<file path="src/shared/ium_pkg.sv">
package ium_pkg;

  // ----------------------------------------------------------------
  // Model-specific address map
  // ----------------------------------------------------------------
  localparam logic [31:0] IUM_BASE_MSR_ADDR = 32'h0000_001B;
  localparam logic [31:0] IUM_XR_LO = 32'h0000_0800;
  localparam logic [31:0] IUM_XR_HI = 32'h0000_0BFF;
  localparam logic [31:0] IUM_XR_BASE = 32'h0000_0800;
  localparam logic [31:0] IUM_MMIO_DEF_BASE = 32'hFEE0_0000;
  localparam int IUM_MMIO_SHIFT = 4;

  // Legacy memory offsets; extended offsets are these divided by sixteen.
  localparam logic [11:0] IUM_OFS_ID = 12'h020;
  localparam logic [11:0] IUM_OFS_VER = 12'h030;
  localparam logic [11:0] IUM_OFS_DFR = 12'h0E0;
  localparam logic [11:0] IUM_OFS_ICR_LO = 12'h300;
  localparam logic [11:0] IUM_OFS_ICR_HI = 12'h310;
  localparam logic [11:0] IUM_OFS_SELF = 12'h3F0;

  // ----------------------------------------------------------------
  // Base register fields
  // ----------------------------------------------------------------
  localparam int IUM_BIT_EXTENDED_MODE_BIT = 10;
  localparam int IUM_BIT_EN = 11;
  localparam int IUM_BIT_BSP = 8;
  localparam int IUM_BASE_LSB = 12;
  localparam int IUM_BASE_MSB = 35;
  localparam logic [23:0] IUM_BASE_RST = 24'h0F_EE00;
  localparam int IUM_CAP_BIT = 21;
  localparam int IUM_VER_EXT_BIT = 24;

  // Arbitrary neutral values.
  localparam logic [7:0] IUM_VERSION = 8'h15;
  localparam logic [7:0] IUM_MAX_LVT = 8'h05;
  localparam logic [31:0] IUM_DFR_RST = 32'hFFFF_FFFF;

  typedef enum logic [1:0] {
    IUM_DISABLED,
    IUM_INVALID,
    IUM_LEGACY,
    IUM_EXTENDED
  } ium_mode_t;

  typedef struct packed {
    logic rd;
    logic wr;
    logic [31:0] index;
    logic [31:0] lo;
    logic [31:0] hi;
  } ium_msr_req_t;

  typedef struct packed {
    logic rd;
    logic wr;
    logic [11:0] ofs;
    logic [31:0] data;
  } ium_mmio_req_t;

endpackage

</file>
<file path="src/logic/ium_top.sv">
module ium_top
  import ium_pkg::*;
(
  input wire logic CLK,
  input wire logic RST_N,
  input wire ium_msr_req_t MSR_REQ,
  input wire ium_mmio_req_t MMIO_REQ,
  input wire logic [31:0] UNIT_ID,
  input wire logic EXT_CAPABLE,
  input wire logic IS_BSP,
  output logic MSR_ACK,
  output logic [31:0] MSR_RD_LO,
  output logic [31:0] MSR_RD_HI,
  output logic GP_FAULT,
  output logic MSR_MISS,
  output logic MMIO_ACK,
  output logic [31:0] MMIO_RD_DATA,
  output logic FEATURE_CAP,
  output ium_mode_t MODE,
  output logic [35:0] MMIO_BASE
);

  // ----------------------------------------------------------------
  // Mode state and base register
  // ----------------------------------------------------------------
  logic en_q;
  logic extended_mode_bit_q;
  logic bsp_q;
  logic bsp_taken_q;
  logic [23:0] base_q;
  logic [31:0] dfr_q;
  logic [63:0] icr_q;
  logic [31:0] self_q;

  ium_mode_t mode_w;
  always_comb begin
    case ({en_q, extended_mode_bit_q})
      2'b00: mode_w = IUM_DISABLED;
      2'b01: mode_w = IUM_INVALID;
      2'b10: mode_w = IUM_LEGACY;
      default: mode_w = IUM_EXTENDED;
    endcase
  end

  logic ext_on;
  logic leg_on;
  assign ext_on = (mode_w == IUM_EXTENDED);
  assign leg_on = (mode_w == IUM_LEGACY);

  // ----------------------------------------------------------------
  // Model-specific access decode
  // ----------------------------------------------------------------
  logic acc;
  logic is_base;
  logic in_range;
  logic [9:0] xofs;
  assign acc = MSR_REQ.rd | MSR_REQ.wr;
  assign is_base = (MSR_REQ.index == IUM_BASE_MSR_ADDR);
  assign in_range = (MSR_REQ.index >= IUM_XR_LO) && (MSR_REQ.index <= IUM_XR_HI);
  assign xofs = 10'(MSR_REQ.index - IUM_XR_BASE);

  // Extended offsets of the registers this unit answers.
  localparam logic [9:0] X_ID = 10'(IUM_OFS_ID >> IUM_MMIO_SHIFT);
  localparam logic [9:0] X_VER = 10'(IUM_OFS_VER >> IUM_MMIO_SHIFT);
  localparam logic [9:0] X_ICR = 10'(IUM_OFS_ICR_LO >> IUM_MMIO_SHIFT);
  localparam logic [9:0] X_SELF = 10'(IUM_OFS_SELF >> IUM_MMIO_SHIFT);

  // Proposed base-register write and its legality.
  logic new_en;
  logic new_extended_mode_bit;
  logic base_bad;
  assign new_en = MSR_REQ.lo[IUM_BIT_EN];
  assign new_extended_mode_bit = MSR_REQ.lo[IUM_BIT_EXTENDED_MODE_BIT];
  always_comb begin
    base_bad = 1'b0;
    if (new_extended_mode_bit && !new_en) begin
      base_bad = 1'b1;
    end else if (ext_on && new_en && !new_extended_mode_bit) begin
      base_bad = 1'b1;
    end else if (new_extended_mode_bit && !EXT_CAPABLE) begin
      base_bad = 1'b1;
    end
  end

  logic wr_base_ok;
  assign wr_base_ok = MSR_REQ.wr && is_base && !base_bad;

  // Register hit in the extended window.
  logic xhit;
  logic xro;
  always_comb begin
    case (xofs)
      X_ID: xhit = 1'b1;
      X_VER: xhit = 1'b1;
      X_ICR: xhit = 1'b1;
      X_SELF: xhit = 1'b1;
      default: xhit = 1'b0;
    endcase
  end
  assign xro = (xofs == X_ID) || (xofs == X_VER);

  logic [31:0] ver_word;
  assign ver_word = {7'h00, EXT_CAPABLE, IUM_MAX_LVT, 8'h00, IUM_VERSION};

  // Fault: accesses to the window outside extended mode, bad base writes,
  // unknown window registers, writes to read-only ones, reads of the write-only self register, and reserved-half writes.
  logic fault_w;
  always_comb begin
    fault_w = 1'b0;
    if (acc && in_range) begin
      if (!ext_on || !xhit) begin
        fault_w = 1'b1;
      end else if (MSR_REQ.wr && xro) begin
        fault_w = 1'b1;
      end else if (MSR_REQ.rd && (xofs == X_SELF)) begin
        fault_w = 1'b1;
      end else if (MSR_REQ.wr && (xofs != X_ICR) && (MSR_REQ.hi != 32'h0000_0000)) begin
        fault_w = 1'b1;
      end
    end else if (MSR_REQ.wr && is_base && base_bad) begin
      fault_w = 1'b1;
    end
  end

  // ----------------------------------------------------------------
  // Base register state
  // ----------------------------------------------------------------
  always_ff @(posedge CLK or negedge RST_N) begin
    if (!RST_N) begin
      en_q <= 1'b1;
      extended_mode_bit_q <= 1'b0;
      base_q <= IUM_BASE_RST;
    end else if (wr_base_ok) begin
      // Clearing both bits from extended mode is the legal exit.
      en_q <= new_en;
      extended_mode_bit_q <= new_extended_mode_bit;
      // A zero base field would map the registers onto page zero, so it keeps the old base.
      base_q <= ({MSR_REQ.hi[3:0], MSR_REQ.lo[31:IUM_BASE_LSB]} == 24'h00_0000) ? base_q :
                {MSR_REQ.hi[3:0], MSR_REQ.lo[31:IUM_BASE_LSB]};
    end
  end

  // The processor role is a strap, caught once after reset release.
  always_ff @(posedge CLK or negedge RST_N) begin
    if (!RST_N) begin
      bsp_q <= 1'b0;
      bsp_taken_q <= 1'b0;
    end else if (!bsp_taken_q) begin
      bsp_q <= IS_BSP;
      bsp_taken_q <= 1'b1;
    end
  end

  // ----------------------------------------------------------------
  // Writable controller registers
  // ----------------------------------------------------------------
  logic mm_leg;
  assign mm_leg = leg_on;

  always_ff @(posedge CLK or negedge RST_N) begin
    if (!RST_N) begin
      icr_q <= 64'h0000_0000_0000_0000;
    end else if (MSR_REQ.wr && in_range && ext_on && xofs == X_ICR) begin
      icr_q <= {MSR_REQ.hi, MSR_REQ.lo};
    end else if (mm_leg && MMIO_REQ.wr && MMIO_REQ.ofs == IUM_OFS_ICR_LO) begin
      icr_q[31:0] <= MMIO_REQ.data;
    end else if (mm_leg && MMIO_REQ.wr && MMIO_REQ.ofs == IUM_OFS_ICR_HI) begin
      icr_q[63:32] <= MMIO_REQ.data;
    end
  end

  always_ff @(posedge CLK or negedge RST_N) begin
    if (!RST_N) begin
      dfr_q <= IUM_DFR_RST;
    end else if (mm_leg && MMIO_REQ.wr && MMIO_REQ.ofs == IUM_OFS_DFR) begin
      dfr_q <= MMIO_REQ.data;
    end
  end

  always_ff @(posedge CLK or negedge RST_N) begin
    if (!RST_N) begin
      self_q <= 32'h0000_0000;
    end else if (MSR_REQ.wr && in_range && ext_on && xofs == X_SELF && !fault_w) begin
      self_q <= MSR_REQ.lo;
    end
  end

  // ----------------------------------------------------------------
  // Read data
  // ----------------------------------------------------------------
  logic [63:0] msr_rd_w;
  always_comb begin
    msr_rd_w = 64'h0000_0000_0000_0000;
    if (is_base) begin
      msr_rd_w = {28'h000_0000, base_q, en_q, extended_mode_bit_q, 1'b0, bsp_q, 8'h00};
    end else if (in_range && ext_on) begin
      case (xofs)
        X_ID: msr_rd_w = {32'h0000_0000, UNIT_ID};
        X_VER: msr_rd_w = {32'h0000_0000, ver_word};
        X_ICR: msr_rd_w = icr_q;
        default: msr_rd_w = 64'h0000_0000_0000_0000;
      endcase
    end
  end

  logic [31:0] mm_rd_w;
  always_comb begin
    case (MMIO_REQ.ofs)
      IUM_OFS_ID: mm_rd_w = {UNIT_ID[7:0], 24'h00_0000};
      IUM_OFS_VER: mm_rd_w = ver_word;
      IUM_OFS_DFR: mm_rd_w = dfr_q;
      IUM_OFS_ICR_LO: mm_rd_w = icr_q[31:0];
      IUM_OFS_ICR_HI: mm_rd_w = icr_q[63:32];
      default: mm_rd_w = 32'h0000_0000;
    endcase
  end

  // ----------------------------------------------------------------
  // Registered outputs
  // ----------------------------------------------------------------
  always_ff @(posedge CLK or negedge RST_N) begin
    if (!RST_N) begin
      MSR_ACK <= 1'b0;
      GP_FAULT <= 1'b0;
      MSR_MISS <= 1'b0;
      MSR_RD_LO <= 32'h0000_0000;
      MSR_RD_HI <= 32'h0000_0000;
    end else begin
      // A faulted access is not acknowledged, so the core sees exactly one answer.
      MSR_ACK <= acc && (is_base || in_range) && !fault_w;
      GP_FAULT <= fault_w;
      // Indices outside this unit are answered by other core logic.
      MSR_MISS <= acc && !is_base && !in_range;
      if (MSR_REQ.rd && !fault_w) begin
        MSR_RD_LO <= msr_rd_w[31:0];
        MSR_RD_HI <= msr_rd_w[63:32];
      end
    end
  end

  always_ff @(posedge CLK or negedge RST_N) begin
    if (!RST_N) begin
      MMIO_ACK <= 1'b0;
      MMIO_RD_DATA <= 32'h0000_0000;
    end else begin
      // Memory accesses outside legacy mode are not claimed.
      MMIO_ACK <= mm_leg && (MMIO_REQ.rd || MMIO_REQ.wr);
      MMIO_RD_DATA <= (mm_leg && MMIO_REQ.rd) ? mm_rd_w : 32'h0000_0000;
    end
  end

  always_ff @(posedge CLK or negedge RST_N) begin
    if (!RST_N) begin
      FEATURE_CAP <= 1'b0;
      MODE <= IUM_LEGACY;
      MMIO_BASE <= {IUM_BASE_RST, 12'h000};
    end else begin
      FEATURE_CAP <= EXT_CAPABLE;
      // The accepted base write shows its new mode in the same cycle as its acknowledge.
      MODE <= wr_base_ok ? ium_mode_t'({new_en, new_extended_mode_bit}) : mode_w;
      MMIO_BASE <= {base_q, 12'h000};
    end
  end

endmodule

</file>
<file path="config.mk">
export PLATFORM = sky130hd
export DESIGN_NAME = ium_top
export DESIGN_NICKNAME = d
export VERILOG_FILES = /design/src/shared/ium_pkg.sv /design/src/logic/ium_top.sv
export SDC_FILE = /design/constraint.sdc
export NUM_CORES = 1
export LEC_CHECK = 0
export BUFFER_PORTS_ARGS = -buffer_cell sky130_fd_sc_hd__buf_4
export CAP_MARGIN = 0
export CORE_MARGIN = 1
export CORE_UTILIZATION = 40
export CTS_BUF_LIST = sky130_fd_sc_hd__clkbuf_16
export CTS_CLUSTER_DIAMETER = 80
export DETAILED_ROUTE_END_ITERATION = 7
export PLACE_DENSITY = 0.64
export SYNTH_ARGS = -nofsm -noshare
export SYNTH_HDL_FRONTEND = slang
export SYNTH_SLANG_ARGS = --single-unit
</file>
<file path="constraint.sdc">
create_clock -name CLK -period 2.1 [get_ports CLK]
set_input_delay 0.63 -clock CLK [delete_from_list [all_inputs] [get_ports CLK]]
set_output_delay 0.63 -clock CLK [all_outputs]
set_load 0.1 [all_outputs]
</file>
==> metrics, run 1 <==
status=complete, but fails checks; failing checks=setup timing; critical-path maximum fanout=6; vias in the first global route=9,582; Critical-path top delay cell=nor4_1; Core ar.=28,100 um^2; leakage=8.83 nW; DRC Markers=0; nets@finish=1,626; DR vias=10,000; 1st-iter DRT viols=936; CP Cell Sequence=buf_4 -> nor4_1 -> buf_4 -> nand4_1 -> o211ai_1 -> a32oi_4 -> buf_12 -> buf_12 -> buf_12 -> mux2_4; Worst-Margin Slew=543 ps; WS Path Type=in -> reg; RSZ-0062 raised after global routing=true; Peak VDD IR=644 uV; Final period util=109%; Fillers=2,192; Clk Latency, worst-skew pair=560 ps; number of synthesis warnings=0; Post-Route Skew=13.4 ps; largest net degree at the start of global routing=54; max incr delay on CP=390 ps; Synth Cell Area=11,500 um^2; Max clock buf depth=3; post-synth cell types=46; die extent in x=172 um; WP data required=2530 ps; R2R setup slack=-150 ps; hold buffer count at cts=0; synth top area cells=dfrtp_1, dfstp_2, mux2i_1; FF-to-FF Start=en_q$_DFFE_PN1P_; Worst EP arrival=2720 ps; final setup fails=92; multi-input logic area=5540 um^2; CTS tree=built; post-synth top area cell=dfrtp_1; pre-CTS worst setup slack=-740 ps; Startpoint Class=primary input; Worst R2R Path Depth=8; total power=0.0111 W; most frequent cells in the layout=buf_4, dfrtp_1, mux2i_1; crit path capture type=register; Detail Route Antenna Nets=0; initial core utilization=41.0%; Post-synth ARST share=100%; Max-Cap Viols=0; Num CTS Buffers=28; register area share after synthesis=55.1%; first-pass GRT wire length=59.4 mm; Most common cell on crit path=buf_12; Port Buffers=306; die area=29,500 um^2; initial antenna violation count=2; final hold slack=11.8 ps; power density over the cells=628 nW/um^2; Row Count=61; post-synthesis cell count=1,008; count of state elements after synthesis=251; HPWL after DPL=29.4 mm; Num Clock Sinks=251; Synth top area share=42.8%; vias per cell=5.44; total grt overflow=0; number of enable flip-flop cells after synthesis=0; Relative slew margins=63.8%; Final Util=63.2%; worst setup path endpoint=MSR_RD_LO[7]$_DFFE_PN0P_; GR Util All Layers=27.2%; die height=172 um; Final Max Slew Viols=0; commonest non-fill, non-tap cell in the layout=buf_4; register area=6350 um^2; Layout Area Growth over Synthesis=54.1%; RePlAce Congestion=0.927; Routed wire per std cell=23.1 um; Reg clk slew, reported paths=70 ps; Worst R2R End=MSR_RD_HI[1]$_DFFE_PN0P_; I/O Pins=319; Max H-tree Level=1; Fmax=0.437 GHz; layout cells sized above 1=54.5%; final count of hold timing violations=0; Post-synth top flop=dfrtp_1; Final min period=2290 ps; 1st-pass router iterations=8; worst setup margin=-186 ps; Syn Area/Cell=11.4 um^2; CTS Root Cell=clkbuf_16; final WL=42.7 mm; critical path startpoint=MSR_REQ[6]; Worst Hold Class=in -> async
==> report_power, final <==
group | internal [W] | switching, W | leakage [nW] | total, W
logic | 0.000433 | 0.000532 | 5.06 | 0.000965
registers | 0.00485 | 0.00000257 | 3.30 | 0.00485
clock network | 0.00319 | 0.00215 | 0.475 | 0.00534
==> critical path, delay by kind of cell <==
kind                   cells  cell delay [ps]
multiplexers               1              280
AND/OR/NAND/NOR            2              540
AO/OA/AOI/OAI              2              510
buffers and inverters      5              760
==> how the worst min path moves through the flow <==
stage                           start  cells past startpoint                       end  slack [ps]
2_1_floorplan                   RST_N                      0     FEATURE_CAP$_DFF_PN0_         330
3_3_place_gp    base_q[9]$_DFFE_PN1P_                      0   MMIO_BASE[21]$_DFF_PN1_         360
3_5_place_dp   base_q[11]$_DFFE_PN1P_                      0   MMIO_BASE[23]$_DFF_PN1_         360
4_1_cts                         RST_N                      1        GP_FAULT$_DFF_PN0_          30
5_1_grt                         RST_N                      1  MSR_RD_HI[5]$_DFFE_PN0P_          30
6_report                        RST_N                      1  MSR_RD_HI[5]$_DFFE_PN0P_          10
==> flip-flops by register name, summed over array words and instances (netlist names) <==
| signal | flops |
|---|---|
| MMIO_ACK | 1 |
| icr_q | 64 |
| dfr_q | 32 |
| GP_FAULT | 1 |
| MSR_RD_HI | 32 |
| bsp_taken_q | 1 |
| MMIO_BASE | 24 |
| MODE | 2 |
| base_q | 24 |
| en_q | 1 |
| MSR_MISS | 1 |
| bsp_q | 1 |
| MSR_RD_LO | 32 |
| MSR_ACK | 1 |
| MMIO_RD_DATA | 32 |
| extended_mode_bit_q | 1 |
| FEATURE_CAP | 1 |
==> layout make-up <==
cell class	instances	area share, %
clock buffers	28	3.95
inverters	28	0.592
clock inverters	24	1.66
diodes	2	0.0282
repair buffers	472	24.1
multi-input cells	665	31.2
well taps	378	2.66
flip-flops and latches	251	35.8
==> layer usage <==
metal | global-route usage [%] | wire [um]
met3 | 3.43 | 3060
met1 | 40.4 | 18700
met5 | 0 | 0
met2 | 41.5 | 19600
met4 | 7.88 | 1350
==> logic make-up (layout without fill, tap and decap cells) <==
kind of cell / Yosys count / in the layout / synth area share, %
other: 2 / 15 / 0.0652
buffers and inverters: 105 / 552 / 4.55
multiplexers: 221 / 221 / 21.3
AND/OR/NAND/NOR: 251 / 253 / 9.89
AO/OA/AOI/OAI: 178 / 178 / 9.05
flip-flops: 251 / 251 / 55.1
==> Yosys cell counts, types with 7 or more instances <==
cell type and n:
a21oi_1 35, a222oi_1 7, a22oi_1 27, buf_2 20, buf_4 14, buf_6 7
clkbuf_1 33, dfrtp_1 197, dfstp_2 54, inv_1 28, mux2_1 21, mux2_2 52
mux2_4 31, mux2i_1 117, nand2_1 123, nand4_1 7, nor2_1 69, nor4_1 19
o21ai_0 92
==> through the flow <==
| stage | cells | TNS [ps] | cell area (um^2) |
|---|---|---|---|
| floorplan | 1019 | -56290 | 11900 |
| global placement | 1748 | -104430 | 15400 |
| detailed placement | 1748 | -110400 | 15400 |
| CTS | 1813 | -4550 | 16800 |
| global route | 1848 | -15790 | 17800 |
| finish | 1848 | -5970 | 17800 |
==> repair_timing <==
action	CTS	global route
endpoints found under the setup margin	66	144
gates cloned	6	24
resized for setup	29	212
buffers inserted	8	13
pin swaps	6	80
No activity file was read; power rests on OpenSTA's default activity.
==> run 2, diff against run 1 <==
==> constraint.sdc (replaced) <==
create_clock -name CLK -period 2.1 [get_ports CLK]
set_input_delay 0.42 -clock CLK [delete_from_list [all_inputs] [get_ports CLK]]
set_output_delay 0.42 -clock CLK [all_outputs]
set_load 0.1 [all_outputs]
==> metrics, run 2 (same netlist as run 1, synthesis figures left out) <==
first-pass GRT wire length=56.5 mm (-4.9%); Worst Hold Class=in -> reg; Max H-tree Level=1 (unchanged); worst setup margin=-161 ps (+25.3 ps); vias per cell=5.21 (-4.2%); critical-path maximum fanout=8 (+2); diodes inserted=0 (-2); Reg clk slew, reported paths=60 ps (about the same); power density over the cells=646 nW/um^2 (+2.8%); Worst EP arrival=2680 ps (-40 ps); largest net degree at the start of global routing=49 (-9.3%); RSZ-0062 raised after global routing=true; Post-Route Skew=9.02 ps (-4.42 ps); Max clock buf depth=3 (unchanged); most frequent cells in the layout=buf_4, dfrtp_1, nand2_1; vias in the first global route=9,473 (-1.1%); Startpoint Class=register; Num Clock Sinks=251 (unchanged); Placed Instances=1,732 (-0.92%); CTS tree=built; HPWL after DPL=27.8 mm (-5.5%); leakage=8.11 nW (-8.2%); Critical-path top delay cell=dfstp_2; failing checks=setup timing; Final min period=2260 ps (-25.3 ps); Largest Register=icr_q; RePlAce Congestion=0.835 (-10%); final count of hold timing violations=0 (unchanged); critical path startpoint=en_q$_DFFE_PN1P_; Max-Cap Viols=0 (unchanged); max incr delay on CP=540 ps (+150 ps); crit path capture type=register; die area=29,500 um^2 (unchanged); final setup fails=62 (-33%); Routed wire per std cell=21.5 um (-7.1%); CP Cell Sequence=a31oi_2 -> a31o_2 -> and3b_1 -> o21ai_2 -> a32oi_4 -> buf_12 -> clkbuf_16 -> mux2_4; max reg flops=64 (unchanged); commonest non-fill, non-tap cell in the layout=buf_4; initial core utilization=41.0% (unchanged); pre-CTS worst setup slack=-545 ps (+195 ps); layout cells sized above 1=44.7% (-9.8 points); Layout Area Growth over Synthesis=41.6%; GR Util All Layers=26.0% (-1.2 points); Detail Route Antenna Nets=0 (unchanged); final WL=38.6 mm (-9.8%); I/O Pins=319 (unchanged); Fmax=0.442 GHz (+1.1%); WP data required=2520 ps (about the same); Port Buffers=306 (unchanged); WS Path Type=reg -> reg; Peak VDD IR=592 uV (-8.1%); 1st-iter DRT viols=575 (-39%); status=complete, but fails checks; final instance count without filler cells=1,795 (-2.9%); nets@finish=1,575 (-3.1%); Num CTS Buffers=28 (unchanged); initial antenna violation count=0 (-2); DRC Markers=0 (unchanged); die extent in x=172 um (unchanged); Row Count=61 (unchanged); Final Max Slew Viols=0 (unchanged); Clk Latency, worst-skew pair=540 ps (-20 ps); die height=172 um (unchanged); origin of the worst min-delay path=MSR_REQ[38]; 1st-pass router iterations=5 (-3); FF-to-FF Start=en_q$_DFFE_PN1P_; DR vias=9,346 (-7.0%); total grt overflow=0 (unchanged); CTS Root Cell=clkbuf_16; total power=0.0105 W (-5.5%); Core ar.=28,100 um^2 (unchanged); Final period util=108% (-1.2 points)
[run 2: cell count changes in the layout (fill, tap and decap cells not counted), sizes merged, moves of 2 or more]
cell / previous run / this run
buf: 460 / 419
inv: 29 / 38
bufinv: 6 / 3
and2: 5 / 3
clkbuf: 39 / 32
clkinvlp: 4 / 2
clkinv: 13 / 8
diode: 2 / 0
[run 2: through the flow]
stage	TNS, ps	cell area [um^2]	util (%)	hold WS (ps)
floorplan	-19610	11700	-	124
global route	-11890	16300	58.1	97.4
detailed placement	-55730	15100	53.7	365
CTS	-6370	16200	57.7	77.0
global placement	-45600	15100	53.7	365
finish	-7130	16300	58.1	93.5
[run 2: final cells by class]
cell class	instances	area (um^2)
clock buffers	29	726
clock inverters	23	176
fillers	2418	11800
inverters	28	105
multi-input cells	663	4880
flip-flops and latches	251	6350
well taps	378	473
repair buffers	423	3610
[run 2: layer usage]
metal  vias to the layer above  track usage (%)  part of all wire [%]
met5                         -                0                     0
met4                         0             6.99                   2.5
met3                        61             3.27                   6.3
met2                       391             42.9                    47
met1                      4596             35.9                    44
li1                       4298                -                     -
[run 2: path summary, 6_finish.rpt]
| check | to | slack [ps] | depth (start not counted) |
|---|---|---|---|
| setup / recovery | MSR_RD_LO[30]$_DFFE_PN0P_ | -160 | 8 |
| min in group asynchronous | GP_FAULT$_DFF_PN0_ | 380 | 2 |
| max in group asynchronous | dfr_q[29]$_DFFE_PN1P_ | 1000 | 3 |
| hold / removal | icr_q[6]$_DFFE_PN0P_ | 90 | 3 |
| hold reg to reg | MMIO_BASE[29]$_DFF_PN1_ | 380 | 0 |
| setup reg to reg | MSR_RD_LO[30]$_DFFE_PN0P_ | -160 | 8 |
[run 2: critical path, delay by kind of cell, from the launching register on]
family                 cells  cell delay (ps)
DFF                        1              540
buffers and inverters      2              420
muxes                      1              290
and+or+nand+nor            1              250
AOI/OAI and AO/OA          4              620
[run 2: what timing repair did]
| action | CTS | global route |
|---|---|---|
| pin swaps | 2 | 1 |
| cloned | 3 | 3 |
| endpoints found under the setup margin | 64 | 67 |
| hold buffers | 1 | 0 |
| hold endpoints to repair | 32 | 0 |
| setup buffers | 4 | 0 |
| gates resized for setup | 19 | 8 |
[run 2: where the power goes]
| group | switching, W | leakage, nW | internal, W | total [W] |
|---|---|---|---|---|
| Combinational | 0.000474 | 4.34 | 0.000404 | 0.000878 |
| Sequential | 0.00000180 | 3.30 | 0.00485 | 0.00485 |
| Clock | 0.00197 | 0.473 | 0.00284 | 0.00481 |
| Total | 0.00245 | 8.11 | 0.00809 | 0.0105 |
==> run 3, diff against run 2 <==
--- a/config.mk
+++ b/config.mk
@@ -9,10 +9,11 @@
 export CAP_MARGIN = 0
 export CORE_MARGIN = 1
 export CORE_UTILIZATION = 40
-export CTS_BUF_LIST = sky130_fd_sc_hd__clkbuf_16
+export CTS_BUF_LIST = sky130_fd_sc_hd__clkbuf_2 sky130_fd_sc_hd__clkbuf_4 sky130_fd_sc_hd__clkbuf_8
 export CTS_CLUSTER_DIAMETER = 80
 export DETAILED_ROUTE_END_ITERATION = 7
 export PLACE_DENSITY = 0.64
+export SKIP_CTS_REPAIR_TIMING = 1
 export SYNTH_ARGS = -nofsm -noshare
 export SYNTH_HDL_FRONTEND = slang
 export SYNTH_SLANG_ARGS = --single-unit
==> metrics, run 3 (same netlist as run 1, synthesis figures left out) <==
RSZ-0062 raised after global routing=true; Max clock buf depth=3 (unchanged); Final min period=2270 ps (+7.04 ps); commonest non-fill, non-tap cell in the layout=buf_4; initial antenna violation count=0 (unchanged); FF-to-FF Start=en_q$_DFFE_PN1P_; leakage=8.16 nW (+0.57%); Num CTS Buffers=44 (+57%); Num Clock Sinks=251 (unchanged); Final Max Slew Viols=0 (unchanged); Worst R2R End=MSR_RD_LO[15]$_DFFE_PN0P_; R2R setup slack=-170 ps (about the same); Row Count=61 (unchanged); Worst EP arrival=2690 ps (about the same); final count of hold timing violations=0 (unchanged); most frequent cells in the layout=buf_4, dfrtp_1, nand2_1; Clk Latency, worst-skew pair=550 ps (about the same); failing checks=setup timing; GR Util All Layers=25.8% (-0.14 points); max incr delay on CP=540 ps (about the same); worst min-delay path endpoint=icr_q[9]$_DFFE_PN0P_; critical-path maximum fanout=8 (unchanged); CTS Root Cell=clkbuf_8; Core ar.=28,100 um^2 (unchanged); Critical Path Stages=8 (unchanged); Port Buffers=306 (unchanged); vias in the first global route=9,649 (+1.9%); Routed wire per std cell=21.0 um (-2.0%); Final period util=108% (+0.34 points); max reg flops=64 (unchanged); Fin Setup TNS=-7080 ps (+50.6 ps); first-pass GRT wire length=56.5 mm (about the same); die area=29,500 um^2 (unchanged); power density over the cells=650 nW/um^2 (+0.57%); die extent in x=172 um (unchanged); Max-Cap Viols=0 (unchanged); RePlAce Congestion=0.835 (unchanged); final WL=38.5 mm (-0.13%); WS Path Type=reg -> reg; CP Cell Sequence=a31oi_2 -> a31o_2 -> and3b_1 -> o21ai_2 -> a32oi_4 -> buf_12 -> clkbuf_16 -> mux2_4; Critical-path top delay cell=dfstp_2; origin of the worst min-delay path=MSR_REQ[41]; die height=172 um (unchanged); Post-Route Skew=15.9 ps (+6.84 ps); largest net degree at the start of global routing=49 (unchanged); vias per cell=5.18 (-0.59%); 1st-iter DRT viols=538 (-6.4%); worst setup margin=-168 ps (-7.04 ps); Final Util=58.3% (+0.22 points); CTS tree=built; Max H-tree Level=2 (+1); Largest Register=icr_q; Startpoint Class=register; DRC Markers=0 (unchanged); DR vias=9,467 (+1.3%); layout cells sized above 1=47.0% (+2.3 points); critical path's top delay family=compound AO/OA/AOI/OAI gates; worst hold path depth=3 (unchanged); Worst R2R Path Depth=8 (unchanged); initial core utilization=41.0% (unchanged); Reg clk slew, reported paths=60 ps (about the same); crit path capture type=register; nets@finish=1,594 (+1.2%); I/O Pins=319 (unchanged); worst path bufs/invs=2 (unchanged); Worst Hold Class=in -> reg; HPWL after DPL=27.8 mm (unchanged); total grt overflow=0 (unchanged); final setup fails=62 (unchanged); Detail Route Antenna Nets=0 (unchanged); 1st-pass router iterations=5 (unchanged); Layout Area Growth over Synthesis=42.2%; Peak VDD IR=385 uV (-35%); WP data required=2530 ps (about the same); status=complete, but fails checks; Fmax=0.441 GHz (-0.31%)
==> run 3: through the flow <==
step	hold WS, ps	area (um^2)	worst slack, ps	instances	power [W]
CTS	-213	16100	-288	1814	0.0107
finish	82.5	16400	-168	1829	0.0106
global placement	365	15100	-446	1732	0.00574
floorplan	124	11700	-325	1019	0.00519
detailed placement	365	15100	-545	1732	0.00574
global route	80.5	16400	-241	1828	0.0110
==> run 3: routing by layer <==
layer  track usage, %  wire, um  vias up  part of all wire (%)
met2             42.2     18400      410                    48
met5                0         0        -                     0
met4             8.19       927        0                   2.4
li1                 -         -     4346                     -
met1             35.4     16800     4646                    44
met3             3.64      2390       65                   6.2
==> run 3: layout make-up <==
| type | count | area [um^2] |
|---|---|---|
| sequential | 251 | 6350 |
| timing repair buffer | 426 | 3580 |
| clock buffer | 77 | 935 |
| inverter | 28 | 105 |
| fill | 2441 | 11700 |
| antenna | 1 | 2.50 |
| tap | 378 | 473 |
| clock inverter | 5 | 55.1 |
| multi-input combinational | 663 | 4880 |
==> run 3: power breakdown <==
group	total [W]	leakage [nW]	switching, W	internal (W)
Sequential	0.00485	3.30	0.00000180	0.00485
Combinational	0.000867	4.33	0.000470	0.000396
Clock	0.00492	0.524	0.00201	0.00291
==> run 3: worst max-delay path by stage <==
stage | startpoint | endpoint | slack, ps
after floorplan | MSR_REQ[73] | base_q[12]$_DFFE_PN0P_ | -320
after global routing | en_q$_DFFE_PN1P_ | MSR_RD_LO[24]$_DFFE_PN0P_ | -240
after CTS | en_q$_DFFE_PN1P_ | MSR_RD_HI[2]$_DFFE_PN0P_ | -290
after detailed placement | MSR_REQ[73] | MSR_RD_LO[31]$_DFFE_PN0P_ | -540
final | en_q$_DFFE_PN1P_ | MSR_RD_LO[15]$_DFFE_PN0P_ | -170
after global placement | MSR_REQ[73] | MSR_RD_HI[2]$_DFFE_PN0P_ | -450
==> run 3: worst min-delay path, delay by kind of cell <==
kind | cells | cell delay (ps)
buffers and inverters | 1 | 80
AO/OA/AOI/OAI | 1 | 50
AND/OR/NAND/NOR | 1 | 40
